## src/include/ppmc_pkg.sv

```systemverilog
/*
  Shared constants, types and decode functions for the privilege mode control block.
  Assumes a single core clock domain and the pending-event bit order emu, reset, nmi, exc, ints.
*/
package ppmc_pkg;

  localparam int          VEC_W         = 16;
  localparam int          BIT_EMU       = 0;
  localparam int          BIT_RST       = 1;
  localparam int          BIT_NMI       = 2;
  localparam int          BIT_EXC       = 3;
  localparam int          BIT_INT_FIRST = 4;
  localparam int          BIT_GLOBAL_EN = 5;
  localparam int          LVL_NONE      = 16;
  localparam logic [15:0] VEC_CLEAR     = 16'h0000;
  localparam logic [15:0] VEC_RESET_OUT = 16'h0002;
  localparam logic [15:0] VEC_EMU_RESET = 16'h0003;
  localparam logic [31:0] MMR_BASE      = 32'hFFC0_0000;
  localparam logic [31:0] ADDR_CLEAR    = 32'h0000_0000;

  typedef enum logic [1:0] {PPMC_USER, PPMC_SUPER, PPMC_EMU} ppmc_mode_t;

  typedef enum logic [3:0] {
    OP_NONE, OP_RET_INT, OP_RET_EXC, OP_RET_NMI, OP_RET_EMU,
    OP_INT_DISABLE, OP_INT_ENABLE, OP_RAISE, OP_EMU_EXCEPTION
  } ppmc_op_t;

  // Classes from RC_USER_STACK_ALIAS upward are closed to user mode.
  typedef enum logic [3:0] {
    RC_DATA, RC_ACCUM, RC_POINTER, RC_INDEX, RC_MODIFY, RC_LENGTH, RC_BASE,
    RC_SUBRET, RC_LOOP, RC_ARITH_STATUS, RC_CYCLES, RC_USER_STACK_ALIAS, RC_EVENT_RET,
    RC_SYSTEM
  } ppmc_regclass_t;

  typedef struct packed {
    logic           mem_valid;
    logic           mem_write;
    logic [31:0]    mem_addr;
    logic           reg_valid;
    ppmc_regclass_t reg_class;
    ppmc_op_t       op;
    logic [3:0]     raise_level;
  } ppmc_req_t;

  typedef struct packed {
    logic [31:0] int_ret;
    logic [31:0] exc_ret;
    logic [31:0] nmi_ret;
    logic [31:0] emu_ret;
  } ppmc_ret_t;

  function automatic ppmc_mode_t ppmc_mode_of(input logic [15:0] vec);
    if (vec[BIT_EMU])
      return PPMC_EMU;
    else if (vec != VEC_CLEAR)
      return PPMC_SUPER;
    else
      return PPMC_USER;
  endfunction : ppmc_mode_of

  // Index of the highest-priority event in service, LVL_NONE when idle.
  function automatic logic [4:0] ppmc_active_level(input logic [15:0] vec);
    logic [4:0] lvl;
    lvl = 5'(LVL_NONE);
    for (int i = VEC_W - 1; i >= 0; i--)
      if (vec[i])
        lvl = 5'(i);
    return lvl;
  endfunction : ppmc_active_level

endpackage : ppmc_pkg

```

## src/design/ppmc_core.sv

```systemverilog
/*
  Processor privilege mode control: pending-event vector, mode, protection and returns.
  Assumes event requests, instruction decode and return registers come from core-clock logic;
  only the external emulation event pin is asynchronous.
*/
`timescale 1ns/100ps
`default_nettype none

module ppmc_core
  import ppmc_pkg::*;
(
  input  wire logic                 CLK_IN,
  input  wire logic                 RST_IN,
  input  wire logic                 CE_IN,
  input  wire logic                 EMU_RESET_IN,
  input  wire logic                 EMU_ENABLE_IN,
  input  wire logic                 EMU_EVENT_IN,
  input  wire logic                 EVT_REQ_IN,
  input  wire logic [3:0]           EVT_LEVEL_IN,
  input  wire logic                 INT_RET_SAVED_IN,
  input  wire logic                 PROT_DENY_IN,
  input  wire ppmc_pkg::ppmc_req_t  REQ_IN,
  input  wire ppmc_pkg::ppmc_ret_t  RET_IN,
  output logic [15:0]               PENDING_EVENT_VECTOR_OUT,
  output ppmc_pkg::ppmc_mode_t      MODE_OUT,
  output logic                      GRANT_OUT,
  output logic                      EXCEPTION_OUT,
  output logic                      RESUME_VALID_OUT,
  output logic [31:0]               RESUME_ADDR_OUT,
  output logic                      KERNEL_SP_OUT,
  output logic                      INT_ENABLE_OUT
);

  logic [15:0] vec_r;
  logic [15:0] vec_nxt;
  logic        rst_seen_r;
  logic        nest_ok_r;
  logic        int_en_r;
  logic        emu_meta_r;
  logic        emu_sync_r;
  logic        emu_prev_r;
  logic        grant_r;
  logic        exc_r;
  logic        resume_r;
  logic [31:0] addr_r;
  logic        ksp_r;
  ppmc_mode_t  mode_r;
  ppmc_mode_t  mode;
  logic        violation;
  logic        req_any;
  logic [15:0] clear_mask;
  logic        ret_resume;
  logic [31:0] ret_addr;
  logic [15:0] set_mask;
  logic [4:0]  active_lvl;
  logic        emu_edge;

  // Checks an incoming event level against what is in service now.
  function automatic logic ppmc_may_enter(input logic [3:0] lvl,
                                          input logic [4:0] act,
                                          input logic       rst_busy,
                                          input logic       nest_ok);
    logic ok;
    ok = ({1'b0, lvl} < act);
    if (rst_busy && lvl != 4'(BIT_EMU))
      ok = 1'b0;
    if (lvl >= 4'(BIT_INT_FIRST) && act >= 5'(BIT_INT_FIRST) && act < 5'(LVL_NONE) && !nest_ok)
      ok = 1'b0;
    return ok;
  endfunction : ppmc_may_enter

  assign mode       = ppmc_mode_of(vec_r);
  assign active_lvl = ppmc_active_level(vec_r);
  assign req_any    = REQ_IN.mem_valid || REQ_IN.reg_valid || (REQ_IN.op != OP_NONE);
  assign emu_edge   = emu_sync_r && !emu_prev_r;

  ppmc_access_guard u_ppmc_access_guard (
    .mode_in       (mode),
    .req_in        (REQ_IN),
    .prot_deny_in  (PROT_DENY_IN),
    .violation_out (violation)
  );

  ppmc_return_unit u_ppmc_return_unit (
    .op_in          (REQ_IN.op),
    .vec_in         (vec_r),
    .ret_in         (RET_IN),
    .clear_mask_out (clear_mask),
    .resume_out     (ret_resume),
    .addr_out       (ret_addr)
  );

  // The pin is asynchronous; the second stage and its delayed third-stage copy feed the edge detector.
  always_ff @(posedge CLK_IN)
  begin
    if (RST_IN)
    begin
      emu_meta_r <= 1'b0;
      emu_sync_r <= 1'b0;
      emu_prev_r <= 1'b0;
    end
    else if (CE_IN)
    begin
      emu_meta_r <= EMU_EVENT_IN;
      emu_sync_r <= emu_meta_r;
      emu_prev_r <= emu_sync_r;
    end
  end

  always_comb
  begin
    set_mask = VEC_CLEAR;
    if (EMU_ENABLE_IN && (emu_edge || (REQ_IN.op == OP_EMU_EXCEPTION && !violation)))
      set_mask[BIT_EMU] = 1'b1;
    if (req_any && violation && ppmc_may_enter(4'(BIT_EXC), active_lvl, vec_r[BIT_RST],
        nest_ok_r))
      set_mask[BIT_EXC] = 1'b1;
    if (EVT_REQ_IN && ppmc_may_enter(EVT_LEVEL_IN, active_lvl, vec_r[BIT_RST], nest_ok_r)
        && (EVT_LEVEL_IN < 4'(BIT_GLOBAL_EN) || int_en_r))
      set_mask[EVT_LEVEL_IN] = 1'b1;
    if (REQ_IN.op == OP_RAISE && !violation
        && ppmc_may_enter(REQ_IN.raise_level, active_lvl, vec_r[BIT_RST], nest_ok_r))
      set_mask[REQ_IN.raise_level] = 1'b1;
    vec_nxt = vec_r;
    if (!violation && ret_resume)
      vec_nxt = vec_nxt & ~clear_mask;
    vec_nxt = vec_nxt | set_mask;
  end

  // A plain reset leaves supervisor servicing reset; an emulator reset adds emulation.
  always_ff @(posedge CLK_IN)
  begin
    if (RST_IN)
    begin
      vec_r      <= VEC_CLEAR;
      rst_seen_r <= 1'b1;
    end
    else if (CE_IN)
    begin
      rst_seen_r <= 1'b0;
      if (rst_seen_r)
        vec_r <= EMU_RESET_IN ? VEC_EMU_RESET : VEC_RESET_OUT;
      else
        vec_r <= vec_nxt;
    end
  end

  always_ff @(posedge CLK_IN)
  begin
    if (RST_IN)
      nest_ok_r <= 1'b0;
    else if (CE_IN)
    begin
      if (INT_RET_SAVED_IN)
        nest_ok_r <= 1'b1;
      else if (|set_mask[15:BIT_INT_FIRST] || (REQ_IN.op == OP_RET_INT && !violation))
        nest_ok_r <= 1'b0;
    end
  end

  always_ff @(posedge CLK_IN)
  begin
    if (RST_IN)
      int_en_r <= 1'b0;
    else if (CE_IN && !violation)
    begin
      if (REQ_IN.op == OP_INT_DISABLE)
        int_en_r <= 1'b0;
      else if (REQ_IN.op == OP_INT_ENABLE)
        int_en_r <= 1'b1;
    end
  end

  // Grant is withheld for any violation so no state changes before the exception.
  always_ff @(posedge CLK_IN)
  begin
    if (RST_IN)
    begin
      grant_r  <= 1'b0;
      exc_r    <= 1'b0;
      resume_r <= 1'b0;
      addr_r   <= ADDR_CLEAR;
    end
    else if (CE_IN)
    begin
      grant_r  <= req_any && !violation && !rst_seen_r;
      exc_r    <= req_any && violation && !rst_seen_r;
      resume_r <= ret_resume && !violation && !rst_seen_r;
      if (ret_resume && !violation)
        addr_r <= ret_addr;
    end
  end

  always_ff @(posedge CLK_IN)
  begin
    if (RST_IN)
    begin
      mode_r <= PPMC_USER;
      ksp_r  <= 1'b0;
    end
    else if (CE_IN)
    begin
      if (rst_seen_r)
      begin
        mode_r <= ppmc_mode_of(EMU_RESET_IN ? VEC_EMU_RESET : VEC_RESET_OUT);
        ksp_r  <= 1'b1;
      end
      else
      begin
        mode_r <= ppmc_mode_of(vec_nxt);
        ksp_r  <= (ppmc_mode_of(vec_nxt) != PPMC_USER);
      end
    end
  end

  assign PENDING_EVENT_VECTOR_OUT = vec_r;
  assign MODE_OUT                 = mode_r;
  assign GRANT_OUT                = grant_r;
  assign EXCEPTION_OUT            = exc_r;
  assign RESUME_VALID_OUT         = resume_r;
  assign RESUME_ADDR_OUT          = addr_r;
  assign KERNEL_SP_OUT            = ksp_r;
  assign INT_ENABLE_OUT           = int_en_r;

  property p_emu_bit;
    @(posedge CLK_IN) disable iff (RST_IN)
      vec_r[BIT_EMU] |-> mode_r == PPMC_EMU;
  endproperty
  a_emu_bit: assert property (p_emu_bit) else $error("emulation bit without emulation mode");

  property p_idle_user;
    @(posedge CLK_IN) disable iff (RST_IN)
      (vec_r == VEC_CLEAR) |-> (mode_r == PPMC_USER && !ksp_r);
  endproperty
  a_idle_user: assert property (p_idle_user) else $error("idle vector not user mode");

  property p_reset_exit;
    @(posedge CLK_IN)
      (RST_IN ##1 (!RST_IN && CE_IN && !EMU_RESET_IN)) |=>
        (vec_r == VEC_RESET_OUT && mode_r == PPMC_SUPER);
  endproperty
  a_reset_exit: assert property (p_reset_exit) else $error("reset exit vector wrong");

  property p_emu_reset;
    @(posedge CLK_IN)
      (RST_IN ##1 (!RST_IN && CE_IN && EMU_RESET_IN)) |=> mode_r == PPMC_EMU;
  endproperty
  a_emu_reset: assert property (p_emu_reset) else $error("emulator reset not in emulation");

  property p_user_mmr;
    @(posedge CLK_IN) disable iff (RST_IN)
      (CE_IN && !rst_seen_r && mode == PPMC_USER && REQ_IN.mem_valid
       && REQ_IN.mem_addr >= MMR_BASE) |=> (exc_r && !grant_r);
  endproperty
  a_user_mmr: assert property (p_user_mmr) else $error("user mmr access not trapped");

  property p_user_reg;
    @(posedge CLK_IN) disable iff (RST_IN)
      (CE_IN && !rst_seen_r && mode == PPMC_USER && REQ_IN.reg_valid && !REQ_IN.mem_valid
       && REQ_IN.op == OP_NONE)
        |=> (grant_r == ($past(REQ_IN.reg_class) < RC_USER_STACK_ALIAS));
  endproperty
  a_user_reg: assert property (p_user_reg) else $error("user register check wrong");

  property p_emu_ret_outside;
    @(posedge CLK_IN) disable iff (RST_IN)
      (CE_IN && !rst_seen_r && REQ_IN.op == OP_RET_EMU && mode != PPMC_EMU) |=>
        (exc_r && !resume_r);
  endproperty
  a_emu_ret_outside: assert property (p_emu_ret_outside) else $error("emulation return ran outside");

  property p_int_ret_addr;
    @(posedge CLK_IN) disable iff (RST_IN)
      (CE_IN && !rst_seen_r && REQ_IN.op == OP_RET_INT && mode == PPMC_SUPER && !PROT_DENY_IN)
        |=> (resume_r && addr_r == $past(RET_IN.int_ret));
  endproperty
  a_int_ret_addr: assert property (p_int_ret_addr) else $error("interrupt return address wrong");

  property p_reset_hold;
    @(posedge CLK_IN) disable iff (RST_IN)
      (CE_IN && !rst_seen_r && vec_r[BIT_RST] && EVT_REQ_IN && EVT_LEVEL_IN > 4'(BIT_RST))
        |=> !vec_r[$past(EVT_LEVEL_IN)];
  endproperty
  a_reset_hold: assert property (p_reset_hold) else $error("event pre-empted reset");

  property p_lowest_stays;
    @(posedge CLK_IN) disable iff (RST_IN)
      (CE_IN && !rst_seen_r && vec_r[15] && REQ_IN.op != OP_RET_INT) |=> vec_r[15];
  endproperty
  a_lowest_stays: assert property (p_lowest_stays) else $error("lowest level dropped");

endmodule : ppmc_core

`default_nettype wire

```

## src/design/ppmc_access_guard.sv

```systemverilog
/*
  Combinational protection check for one request: user-mode limits, emulation-only return and denied memory.
  Assumes the request is held stable by the issuing stage for the checking cycle.
*/
`timescale 1ns/100ps
`default_nettype none

module ppmc_access_guard
  import ppmc_pkg::*;
(
  input  wire ppmc_pkg::ppmc_mode_t mode_in,
  input  wire ppmc_pkg::ppmc_req_t  req_in,
  input  wire logic                 prot_deny_in,
  output logic                      violation_out
);

  logic user_mode;
  logic mmr_hit;
  logic reg_bad;
  logic op_bad;

  always_comb
  begin
    user_mode = (mode_in == PPMC_USER);
    mmr_hit   = req_in.mem_valid && (req_in.mem_addr >= MMR_BASE);
    reg_bad   = req_in.reg_valid && (req_in.reg_class >= RC_USER_STACK_ALIAS);
    case (req_in.op)
      OP_RET_INT, OP_RET_EXC, OP_RET_NMI, OP_INT_DISABLE, OP_INT_ENABLE, OP_RAISE:
        op_bad = user_mode;
      OP_RET_EMU:
        op_bad = (mode_in != PPMC_EMU);
      default:
        op_bad = 1'b0;
    endcase
    violation_out = (user_mode && (mmr_hit || reg_bad)) || op_bad
                    || (req_in.mem_valid && prot_deny_in);
  end

endmodule : ppmc_access_guard

`default_nettype wire

```

## src/design/ppmc_return_unit.sv

```systemverilog
/*
  Combinational return handling: which pending bit a return clears and where it resumes.
  Assumes the caller has already vetoed returns that violate privilege.
*/
`timescale 1ns/100ps
`default_nettype none

module ppmc_return_unit
  import ppmc_pkg::*;
(
  input  wire ppmc_pkg::ppmc_op_t  op_in,
  input  wire logic [15:0]         vec_in,
  input  wire ppmc_pkg::ppmc_ret_t ret_in,
  output logic [15:0]              clear_mask_out,
  output logic                     resume_out,
  output logic [31:0]              addr_out
);

  logic [4:0] lvl;

  always_comb
  begin
    lvl            = ppmc_active_level(vec_in);
    clear_mask_out = VEC_CLEAR;
    resume_out     = 1'b0;
    addr_out       = ADDR_CLEAR;
    case (op_in)
      OP_RET_INT:
      begin
        // Leaves the reset service or the innermost interrupt.
        if (lvl == 5'(BIT_RST) || (lvl >= 5'(BIT_INT_FIRST) && lvl < 5'(LVL_NONE)))
          clear_mask_out[lvl[3:0]] = 1'b1;
        resume_out = 1'b1;
        addr_out   = ret_in.int_ret;
      end
      OP_RET_EXC:
      begin
        clear_mask_out[BIT_EXC] = 1'b1;
        resume_out              = 1'b1;
        addr_out                = ret_in.exc_ret;
      end
      OP_RET_NMI:
      begin
        clear_mask_out[BIT_NMI] = 1'b1;
        resume_out              = 1'b1;
        addr_out                = ret_in.nmi_ret;
      end
      OP_RET_EMU:
      begin
        clear_mask_out[BIT_EMU] = 1'b1;
        resume_out              = 1'b1;
        addr_out                = ret_in.emu_ret;
      end
      default:
        resume_out = 1'b0;
    endcase
  end

endmodule : ppmc_return_unit

`default_nettype wire

```

## config.mk

```make
export PLATFORM = sky130hd
export DESIGN_NAME = ppmc_core
export DESIGN_NICKNAME = d
export VERILOG_FILES = /design/src/include/ppmc_pkg.sv /design/src/design/ppmc_core.sv /design/src/design/ppmc_access_guard.sv /design/src/design/ppmc_return_unit.sv
export SDC_FILE = /design/constraint.sdc
export NUM_CORES = 1
export LEC_CHECK = 0
export BUFFER_PORTS_ARGS = -buffer_cell sky130_fd_sc_hd__buf_2
export CAP_MARGIN = 15
export CELL_PAD_IN_SITES_DETAIL_PLACEMENT = 1
export CELL_PAD_IN_SITES_GLOBAL_PLACEMENT = 1
export CORE_UTILIZATION = 32
export DETAILED_ROUTE_END_ITERATION = 12
export GPL_ROUTABILITY_DRIVEN = 0
export HOLD_SLACK_MARGIN = 0.06
export PLACE_DENSITY = 0.95
export SETUP_SLACK_MARGIN = 0.4
export SLEW_MARGIN = 5
export SYNTH_ARGS = -nofsm -noshare
export SYNTH_HDL_FRONTEND = slang
export SYNTH_HIERARCHICAL = 1
export SYNTH_SLANG_ARGS = --single-unit
```

## constraint.sdc

```tcl
create_clock -name CLK_IN -period 10.7 [get_ports CLK_IN]
set_clock_uncertainty 0.2 [all_clocks]
set_input_delay 0.535 -clock CLK_IN [delete_from_list [all_inputs] [get_ports CLK_IN]]
set_output_delay 0.535 -clock CLK_IN [all_outputs]
set_load 0.05 [all_outputs]
```

* Word level (Yosys, flattened, before mapping) *
Index checks and enable logic that the tools add are counted.

storage, ports and cells
  flip-flop bits (word level) = 60
  input port bits = 188
  output and inout port bits = 55
  logic and storage cells = 163

operators by class
  magnitude comparators = 16
  equality and inequality tests = 10
  mux-type cells = 58
  bitwise gates (word level) = 5
  reductions and logical operators = 61

operators with widths
  cell                                                                           number
  32-bit case mux with 4 select lines                                            1
  16-bit two-way mux                                                             5
  5-bit two-way mux                                                              16
  16-bit nonzero test                                                            3
  32-bit >= comparator (second input constant)                                   1
  1-bit logical AND                                                              32
  16-bit bitwise OR                                                              2
  1-bit two-way mux                                                              21
  16-bit bitwise AND                                                             1
  4-bit by 3-bit == test with 1-bit output (second input constant)               4
  16-bit NOT                                                                     1
  4-bit by 16-bit bitwise OR with 16-bit output                                  1
  4-bit by 5-bit less-than comparator with 1-bit output (second input constant)  3
  2-bit two-way mux                                                              7
  1-bit demux with 4-bit select                                                  3
  4-bit by 1-bit >= comparator with 1-bit output (second input constant)         3
  12-bit two-way mux                                                             1
  4-bit nonzero test                                                             3
  12-bit OR reduction                                                            1
  4-bit by 5-bit less-than comparator with 1-bit output                          2
  1-bit logical OR                                                               9
  4-bit by 2-bit == test with 1-bit output (second input constant)               2
  4-bit by 3-bit >= comparator with 1-bit output (second input constant)         2
  1-bit case mux with 2 select lines                                             4
  other kinds (15)                                                               22

* Logic depth before layout (Yosys ltp) *
Gate-level depths: netlist (run 1).

  depth in word-level cells = 35
  depth in mapped cells = 17

* Cells and area by module *
The synthesis (run 1) kept the hierarchy.

modules (own cells, without submodules)
  module             times used  cells an instance  area each (um2)  seq. area each (um2)
  ppmc_core          1           438                3,261.9          1,181.1
  ppmc_return_unit   1           171                982.2            0.0
  ppmc_access_guard  1           12                 76.3             0.0

* Worst setup path before layout (run 1) *
No wires, ideal clock.

  path kind = reg-to-reg
  start point = register vec_r[1], in the netlist PENDING_EVENT_VECTOR_OUT[1]
  end point = register mode_r[0], in the netlist MODE_OUT[0]
  setup time = 0.130 ns
  data arrival time = 3.889 ns
  data required time = 10.370 ns
  path slack = 6.481 ns
  stages on the path, launching flop included = 16
  path buffers = 2
  clock period less this slack = 4.219 ns
  path through = dfxtp_1 buf_4 nor4_1 and4_1 nor2_1 or3b_1 a211oi_1 a2111o_1 nor2b_1 clkbuf_1 nand2_1 a22o_2 a221o_1 or3_1 nor4_2 a31oi_1

between the ends
  cells in the longest elaborated chain, start to end = 21

ends and longest elaborated chain
  what                                                                     line                                              source
  from (decl)                                                              ppmc_core.sv:34                                   logic [15:0] vec_r;
  from (signal assigned)                                                   ppmc_core.sv:142                                  vec_r <= EMU_RESET_IN ? VEC_EMU_RESET : VEC_RESET_OUT;
  from (signal assigned)                                                   ppmc_core.sv:144                                  vec_r <= vec_nxt;
  16-bit nonzero test (*)                                                  ppmc_pkg.sv:55                                    else if (vec != VEC_CLEAR)
  1-bit two-way mux (*)                                                    ppmc_pkg.sv:55
  2-bit two-way mux (*)                                                    ppmc_pkg.sv:53                                    if (vec[BIT_EMU])
  net mode[0]                                                              ppmc_core.sv:48                                   ppmc_mode_t mode;
  2-bit != test or 2-bit logical NOT (tied branches)                       ppmc_access_guard.sv:31, ppmc_access_guard.sv:24
  1-bit case mux with 2 select lines or 1-bit logical AND (tied branches)  ppmc_access_guard.sv:27, ppmc_access_guard.sv:35
  1-bit logical OR (*)                                                     ppmc_access_guard.sv:35                           violation_out = (user_mode && (mmr_hit || reg_bad)) || op_bad
  1-bit logical OR (*)                                                     ppmc_access_guard.sv:36                           || (req_in.mem_valid && prot_deny_in);
  net violation                                                            ppmc_core.sv:49                                   logic violation;
  [... 6 more ...]                                                         --
  16-bit two-way mux                                                       ppmc_core.sv:118                                  if (EVT_REQ_IN && ppmc_may_enter(EVT_LEVEL_IN, active_lvl, vec_r[BIT_RST], nest_ok_r)
  16-bit bitwise OR (no source line)                                       --
  16-bit two-way mux                                                       ppmc_core.sv:121                                  if (REQ_IN.op == OP_RAISE && !violation
  16-bit bitwise OR (*)                                                    ppmc_core.sv:127                                  vec_nxt = vec_nxt | set_mask;
  16-bit nonzero test                                                      ppmc_pkg.sv:55
  1-bit two-way mux                                                        ppmc_pkg.sv:55
  2-bit two-way mux (*)                                                    ppmc_pkg.sv:53
  2-bit two-way mux (*)                                                    ppmc_core.sv:203                                  if (rst_seen_r)
  to (signal assigned)                                                     ppmc_core.sv:205                                  mode_r <= ppmc_mode_of(EMU_RESET_IN ? VEC_EMU_RESET : VEC_RESET_OUT);
  to (signal assigned)                                                     ppmc_core.sv:210                                  mode_r <= ppmc_mode_of(vec_nxt);
  to (decl)                                                                ppmc_core.sv:47                                   ppmc_mode_t mode_r;

Mark *: on every way through the listed nets, which the timed path passes. The rest lies on a longest branch.
A chain may end at the register's enable or synchronous reset.

* Worst setup path after layout (run 1) *
  start point = register vec_r[8], in the netlist PENDING_EVENT_VECTOR_OUT[8]
  end point = register mode_r[0], in the netlist MODE_OUT[0]

The elaborated chain is that of the path after synthesis.

==> summary.md, run 1 <==
| Metric | Value |
|---|---|
| Status | `finished, final reports clean` |
| Cts bufs inserted | `9` |
| Register bit count reported by yosys | `between 50 and 60` |
| Vias in the first global route | `5769` |
| Register area share after synthesis | `27.3%` |
| Routed Antenna Nets | `0` |
| # DRC | `0` |
| Required time of the critical path | `10690 ps` |
| Worst hold path class | `flip-flop to flip-flop` |
| Slew HR | `24.2%` |
| Critical path class | `flip-flop to flip-flop` |
| Cell taking the most area after synthesis | `dfxtp_1` |
| Setup TNS Final | `0 ps` |
| Pre-antenna DRT Iters | `5` |
| PwrDens | `112 nW/um2` |
| Post-CTS Setup Bufs | `0` |
| Worst Path Arrival | `between 5000 and 6000 ps` |
| Root Buffer | `clkbuf_16` |
| Area delta synth->final | `35.9%` |
| Area after DPL | `approximately 5500 um2` |
| Top FF cell, synth | `dfxtp_1` |
| DR iter-0 viols | `571` |
| Row count | `42` |
| Routed wire length | `roughly 19000 um` |
| Synthesized area per cell | `a little under 7 um2` |
| Hold_buf cts | `0` |
| Port Buffers | `between 200 and 250` |
| VDD IR max | `roughly 0.082 mV` |
| Clock buffer depth | `2` |
| Unrepaired setup endpoints after global routing | `no` |
| HPWL after detailed placement | `14200 um` |
| First-pass GRT wire length | `~30000 um` |
| CTS tree | `done` |
| Number of max-cap violations | `0` |
| # resized after CTS | `0` |
| Power Total | `about 0.00065 W` |
| CTS sink cnt | `just under 60` |
| Die height | `approximately 120 um` |
| Mapped Cells | `621` |
| Die footprint | `around 14000 um2` |
| YS warnings | `6` |
| Global Route Usage Sum | `26.6%` |
| Asr flop ratio synth | `0%` |
| Vias | `about 5700` |
| Tightest hold margin | `roughly 250 ps` |
| Dominant cells by area after synthesis | `dfxtp_1, nand2_1, a222oi_1` |
| Fmax | `roughly 190 MHz` |
| Worst skew pair latency | `between 300 and 400 ps` |
| Initial antenna violation count | `0` |
| Share of Yosys cell area claimed by the top area cell type | `between 20% and 30%` |
| Core area | `around 13000 um2` |
| CP endpoint kind | `flip-flop` |
| Max Slew Vio Count | `0` |
| Die width | `about 120 um` |
| Clock transition at path regs | `50 ps` |
| Final-report hold violation count | `0` |
| Period utilization | `approximately half` |
| Largest net degree at the start of global routing | `61` |
| Min Clock Period, post-route | `about 5300 ps` |
| N_diodes | `0` |
| Io pins | `243` |
| Worst Tran Pin Value | `around 1100 ps` |
| Grt total ovfl | `0` |
| Worst setup SP type | `flip-flop` |
| Lkg Pwr | `2.64 nW` |
| Final Setup Violations | `0` |
| CP max FO | `17` |
| H-tree levels | `3` |
| Number of flops mapped to enable cells by yosys | `0` |
| Layout net count | `1014` |
| Drt wl/cell | `around 19 um` |
| Share of layout cells above drive strength 1 | `roughly a third` |
| Final instance area | `5870 um2` |
| Vias per cell | `about 5.7` |
| Net Count, Synth | `approximately 800` |
| Initial Utilization | `about 33%` |
| Area of the mapped netlist | `approximately 4300 um2` |
| Synth cell types | `approximately 70` |
| Final design utilization | `between 40 and 50%` |
-- worst max-delay path: stages (launching register included) --
cell	delay, ps
dfxtp_1	420
nor4_1	1000
and4_1	370
nor2_1	70
or3b_1	170
a211oi_1	70
a2111o_1	510
nor2b_1	440
buf_4	310
a21boi_0	170
nor4_1	410
o211a_1	210
and4_1	170
o211ai_1	100
nor4_2	390
a31oi_1	130
-- Yosys cell counts, drive strengths merged (3+ instances only) --
cell type	n
a22o	3
or4	3
a31oi	3
o211ai	9
nor4b	4
or2b	3
nor4	16
inv	16
clkbuf	35
a21boi	4
a21oi	61
a21o	5
buf	6
nand2	167
nand4	5
mux2i	4
nand2b	3
a222oi	32
o21ai	15
a221o	4
or3	7
ha	6
nor2	57
dfxtp	59
nor2b	5
nor3	15
nand3	10
or2	6
o221ai	3
a211oi	4
a22oi	10
-- routing by layer --
layer,part of all wire [%],track usage (%),vias to the layer above
met5,0,0,-
met4,2.2,7.85,0
met3,7.5,5.94,35
met2,49,44.8,243
met1,42,33.7,2768
li1,-,-,2692
-- logic make-up (layout without fill, tap and decap cells) --
kind of cell / after synthesis / count (layout) / share of synthesized area [%]
xor+xnor: 1 / 1 / 0.203
mux: 4 / 4 / 0.927
fa+ha+maj: 6 / 6 / 1.74
flops: 59 / 59 / 27.3
simple gates: 313 / 313 / 33.5
buf+inv: 57 / 261 / 5.73
compound gates: 181 / 181 / 30.6
-- state kept, by name (all words and copies together), names as in the netlist --
signal	cells
GRANT_OUT	1
rst_seen_r	1
MODE_OUT	1
INT_ENABLE_OUT	1
emu_meta_r	1
KERNEL_SP_OUT	1
emu_sync_r	1
emu_prev_r	1
PENDING_EVENT_VECTOR_OUT	16
nest_ok_r	1
RESUME_VALID_OUT	1
EXCEPTION_OUT	1
RESUME_ADDR_OUT	32
-- power by group --
part	total, W	internal (W)	leakage [nW]	switching, W
logic	0.000136	0.0000530	2.02	0.0000828
registers	0.000230	0.000224	0.478	0.00000560
clock network	0.000289	0.000185	0.145	0.000104
-- stage by stage --
| step | instances | setup WS [ps] |
|---|---|---|
| floorplan | 621 | 6480 |
| finish | 1001 | 5410 |
| CTS | 1000 | 5500 |
| global route | 1001 | 5090 |
| detailed placement | 984 | 5520 |
| global placement | 984 | 5690 |
-- path summary, 6_finish.rpt --
path,depth (start not counted),from,endpoint,slack [ps]
setup / recovery,15,PENDING_EVENT_VECTOR_OUT[8],MODE_OUT[0],5410
hold / removal,2,RESUME_ADDR_OUT[7],RESUME_ADDR_OUT[7],250
setup reg to reg,15,PENDING_EVENT_VECTOR_OUT[8],MODE_OUT[0],5410
hold reg to reg,2,RESUME_ADDR_OUT[7],RESUME_ADDR_OUT[7],250
-- layout make-up --
class | instances | area (um2)
Inverter | 16 | 60.1
Sequential cell | 59 | 1180
Fill cell | 1746 | 7320
Clock buffer | 11 | 243
Multi-Input combinational cell | 505 | 2920
Timing Repair Buffer | 229 | 1190
Tap cell | 176 | 220
Clock inverter | 5 | 52.6
-- placed cells by master, fill, tap and decap left out, types with 4 or more instances in the layout --
master     instances
a221o_1            4
nor2b_1            5
nand3_1           10
nor3_1            15
a21o_1             5
inv_1             16
buf_2            219
a222oi_1          32
nand2_1          167
dfxtp_1           59
a211oi_1           4
a21oi_1           60
a21boi_0           4
a22oi_1           10
mux2i_1            4
o211ai_1           9
nor2_1            57
o21ai_0           14
clkbuf_16          9
ha_1               6
nor4_1            14
nand4_1            5
or3_1              5
buf_4              9
Power figures use the tool's default switching activity.
==> run 2, diff against run 1 <==
Settings changed: ABC_AREA set to 1, CORE_UTILIZATION 32 to 30, PLACE_DENSITY 0.95 to 0.91.
Clock period 10.7 ns to 5 ns, I/O delays scaled along.
==> summary.md, run 2 <==
| Metric | Value |
|---|---|
| Most common cell in the netlist | `nand2_1 (unchanged)` |
| Worst Tran Pin Value | `1110 ps (was 1130 ps)` |
| Drt wl/cell | `16.6 um (was 18.8 um)` |
| R2r setup slk | `950 ps (was 5410 ps)` |
| Commonest cells after routing, fill and taps aside | `nand2_1, buf_2, nand3_1, nor2_1, nand4_1 (was buf_2, nand2_1, a21oi_1, dfxtp_1, nor2_1)` |
| Commonest non-fill, non-tap cell in the layout | `nand2_1 (was buf_2)` |
| Die footprint | `16100 um2 (was 14000 um2)` |
| Setup TNS Final | `0 ps (unchanged)` |
| DR iter-0 viols | `327 (was 571)` |
| Root Buffer | `clkbuf_16 (unchanged)` |
| Area after DPL | `5880 um2 (was 5550 um2)` |
| Final worst setup slack | `952 ps (was 5410 ps)` |
| Non-Filler Instances | `1204 (was 1001)` |
| CP endpoint kind | `flip-flop (unchanged)` |
| CP max FO | `16 (was 17)` |
| Cell Count Post-Placement | `1181 (was 984)` |
| Crit path to | `MODE_OUT[0] (unchanged)` |
| H-tree levels | `3 (unchanged)` |
| Clock transition at path regs | `60 ps (was 50 ps)` |
| Vias | `6279 (was 5738)` |
| Min Clock Period, post-route | `4050 ps (was 5290 ps)` |
| Number of max-cap violations | `0 (unchanged)` |
| Dominant cells by area after synthesis | `nand2_1, dfxtp_1, nand4_1 (was dfxtp_1, nand2_1, a222oi_1)` |
| Mapped Cells | `805 (was 621)` |
| Most instantiated cells after synthesis | `nand2_1, nor2_1, nand3_1 (was nand2_1, a21oi_1, dfxtp_1)` |
| Largest net degree at the start of global routing | `55 (was 61)` |
| Share of Yosys cell area claimed by the top area cell type | `25.3% (was 27.3%)` |
| Initial antenna violation count | `1 (was 0)` |
| Asr flop ratio synth | `0% (unchanged)` |
| Filler cell count | `2122 (was 1746)` |
| Worst R2R Path Depth | `20 (was 15)` |
| Power share of the clock group | `47.0% (was 44.1%)` |
| VDD IR max | `0.140 mV (was 0.0820 mV)` |
| DP Worst Slack | `1070 ps (was 5520 ps)` |
| Row count | `45 (was 42)` |
| Pre-antenna DRT Iters | `4 (was 5)` |
| Share of layout cells above drive strength 1 | `28.6% (was 32.4%)` |
| Final-report hold violation count | `0 (unchanged)` |
| Switching power | `0.000436 W (was 0.000192 W)` |
| Unrepaired setup endpoints after global routing | `no (unchanged)` |
| Multi-input gate area | `3050 um2 (was 2920 um2)` |
| Register area share after synthesis | `25.3% (was 27.3%)` |
| Sw Ratio | `29.4% (was 29.3%)` |
| CTS sink cnt | `59 (unchanged)` |
| Max Slew Vio Count | `0 (unchanged)` |
| # resized after CTS | `0 (unchanged)` |
| Register bit count reported by yosys | `59 (unchanged)` |
| Io pins | `243 (unchanged)` |
| Period utilization | `81.0% (was 49.5%)` |
| HPWL after detailed placement | `15100 um (was 14200 um)` |
| CTS tree | `done (unchanged)` |
| Hold Path Cell Cnt | `5 (was 2)` |
| Initial Utilization | `30.7% (was 32.8%)` |
| Grt total ovfl | `0 (unchanged)` |
| Power Total | `0.00148 W (was 0.000655 W)` |
| First-pass GRT wire length | `31900 um (was 29700 um)` |
| Number of flops mapped to enable cells by yosys | `0 (unchanged)` |
| Sequential cell area | `1180 um2 (unchanged)` |
| Critical path class | `flip-flop to flip-flop (unchanged)` |
| Slew HR | `25.9% (was 24.2%)` |
| Crit. Startpoint | `PENDING_EVENT_VECTOR_OUT[2] (was PENDING_EVENT_VECTOR_OUT[8])` |
| Core area | `15200 um2 (was 13200 um2)` |
| Max reg flops | `32 (unchanged)` |
| Worst hold path class | `primary input to flip-flop (was flip-flop to flip-flop)` |
| Status | `finished, final reports clean (unchanged)` |
| Final Setup Violations | `0 (unchanged)` |
| Synthesized area per cell | `5.80 um2 (was 6.96 um2)` |
| Area of the mapped netlist | `4670 um2 (was 4320 um2)` |
| Vias in the first global route | `6474 (was 5769)` |
| Fmax | `247 MHz (was 189 MHz)` |
| Layout net count | `1205 (was 1014)` |
| Top FF cell, synth | `dfxtp_1 (unchanged)` |
| Die height | `127 um (was 118 um)` |
| Lkg Pwr | `3.09 nW (was 2.64 nW)` |
| Worst setup SP type | `flip-flop (unchanged)` |
| Worst Path Arrival | `4130 ps (was 5280 ps)` |
| Required time of the critical path | `5080 ps (was 10690 ps)` |
| Worst skew pair latency | `340 ps (was 330 ps)` |
| Cts bufs inserted | `9 (unchanged)` |
| Logic pwr share | `20.1% (was 20.7%)` |
| Routed wire length | `20000 um (was 18800 um)` |
| Port Buffers | `219 (unchanged)` |
| Hold path startpoint | `RET_IN[17] (was RESUME_ADDR_OUT[7])` |
| Global Route Usage Sum | `25.4% (was 26.6%)` |
| PwrDens | `236 nW/um2 (was 112 nW/um2)` |
| N_diodes | `0 (unchanged)` |
| Synth cell types | `39 (was 72)` |
| Net Count, Synth | `999 (was 815)` |
| FF-to-FF Start | `PENDING_EVENT_VECTOR_OUT[2] (was PENDING_EVENT_VECTOR_OUT[8])` |
| Post-CTS Setup Bufs | `0 (unchanged)` |
| Final instance area | `6280 um2 (was 5870 um2)` |
| YS warnings | `6 (unchanged)` |
| Internal | `0.00105 W (was 0.000463 W)` |
| FF-to-FF End | `MODE_OUT[0] (unchanged)` |
| Cell taking the most area after synthesis | `nand2_1 (was dfxtp_1)` |
| Area delta synth->final | `34.5% (was 35.9%)` |
| Clock buffer depth | `2 (unchanged)` |
| Seq pwr share | `32.9% (was 35.1%)` |
| Routed Antenna Nets | `0 (unchanged)` |
| Die width | `127 um (was 118 um)` |
| Vias per cell | `5.22 (was 5.73)` |
| # DRC | `0 (unchanged)` |
[run 2: cell types whose count changed after synthesis, sizes merged, moves of 8 or more]
cell    change
a22oi       -9
nand4      +58
nand2     +156
a222oi     -32
inv        +50
nor4       -12
nand3      +65
nor3        -9
nor2       +20
clkbuf      -8
[run 2: logic make-up (layout without fill, tap and decap cells)]
kind of cell / Yosys count / count (layout) / share of synthesized area, %
flip-flops: 59 / 59 / 25.3
AND/OR/NAND/NOR: 550 / 550 / 53.3
AO/OA/AOI/OAI: 83 / 83 / 10.2
adder cells (fa/ha/maj): 6 / 6 / 1.61
buffers and inverters: 107 / 318 / 9.57
[run 2: worst min-delay path by stage]
stage	to
CTS	RESUME_ADDR_OUT[25]
global placement	emu_prev_r
detailed placement	RESUME_ADDR_OUT[22]
global route	RESUME_ADDR_OUT[26]
floorplan	emu_meta_r
finish	RESUME_ADDR_OUT[17]
[run 2: through the flow]
| stage | hold slack, ps | utilization, % |
|---|---|---|
| 2_1_floorplan | 185 | - |
| 3_3_place_gp | 244 | 38.7 |
| 3_5_place_dp | 252 | 38.7 |
| 4_1_cts | 102 | 41.2 |
| 5_1_grt | 135 | 41.3 |
| 6_report | 111 | 41.3 |
[run 2: layer usage]
metal	global-route usage, %	vias to the layer above	wire length, um
li1	-	3055	-
met1	26.6	2956	7780
met2	48.1	223	10400
met3	7.09	43	1310
met4	8.96	2	506
met5	0	-	13
[run 2: worst max-delay path, cell delays in order (launching register included)]
cell and delay, ps:
dfxtp_1 520, nor2_4 80, nand2_2 140, nor2_4 70, a21oi_1 360, o21ai_0 150
nand3_1 100, nand2_1 50, inv_1 50, nand2_1 130, inv_1 130, nand3_1 160
a2111oi_4 900, nand4_1 260, nand3_1 220, nor2_1 60, nand2_1 70, nor2_1 50
nand2_2 90, nand2_2 60, a21oi_2 120
[run 2: timing repair]
action,CTS,global route
hold buffers,5,0
hold endpoints to repair,4,0
setup endpoints to repair,0,0
[run 2: layout make-up]
cell class | instances | share of cell area, %
multi-input cells | 639 | 48.5
repair buffers | 234 | 19.6
flip-flops and latches | 59 | 18.8
clock buffers | 12 | 4.08
inverters | 68 | 4.06
well taps | 188 | 3.74
clock inverters | 4 | 1.16
[run 2: power by group through the flow]
stage | clock network [W] | logic [W] | registers, W
after floorplan | 0 | 0.000147 | 0.000517
after global placement | 0 | 0.000283 | 0.000497
after detailed placement | 0 | 0.000290 | 0.000497
after CTS | 0.000712 | 0.000295 | 0.000487
after global routing | 0.000726 | 0.000327 | 0.000488
final | 0.000697 | 0.000298 | 0.000488
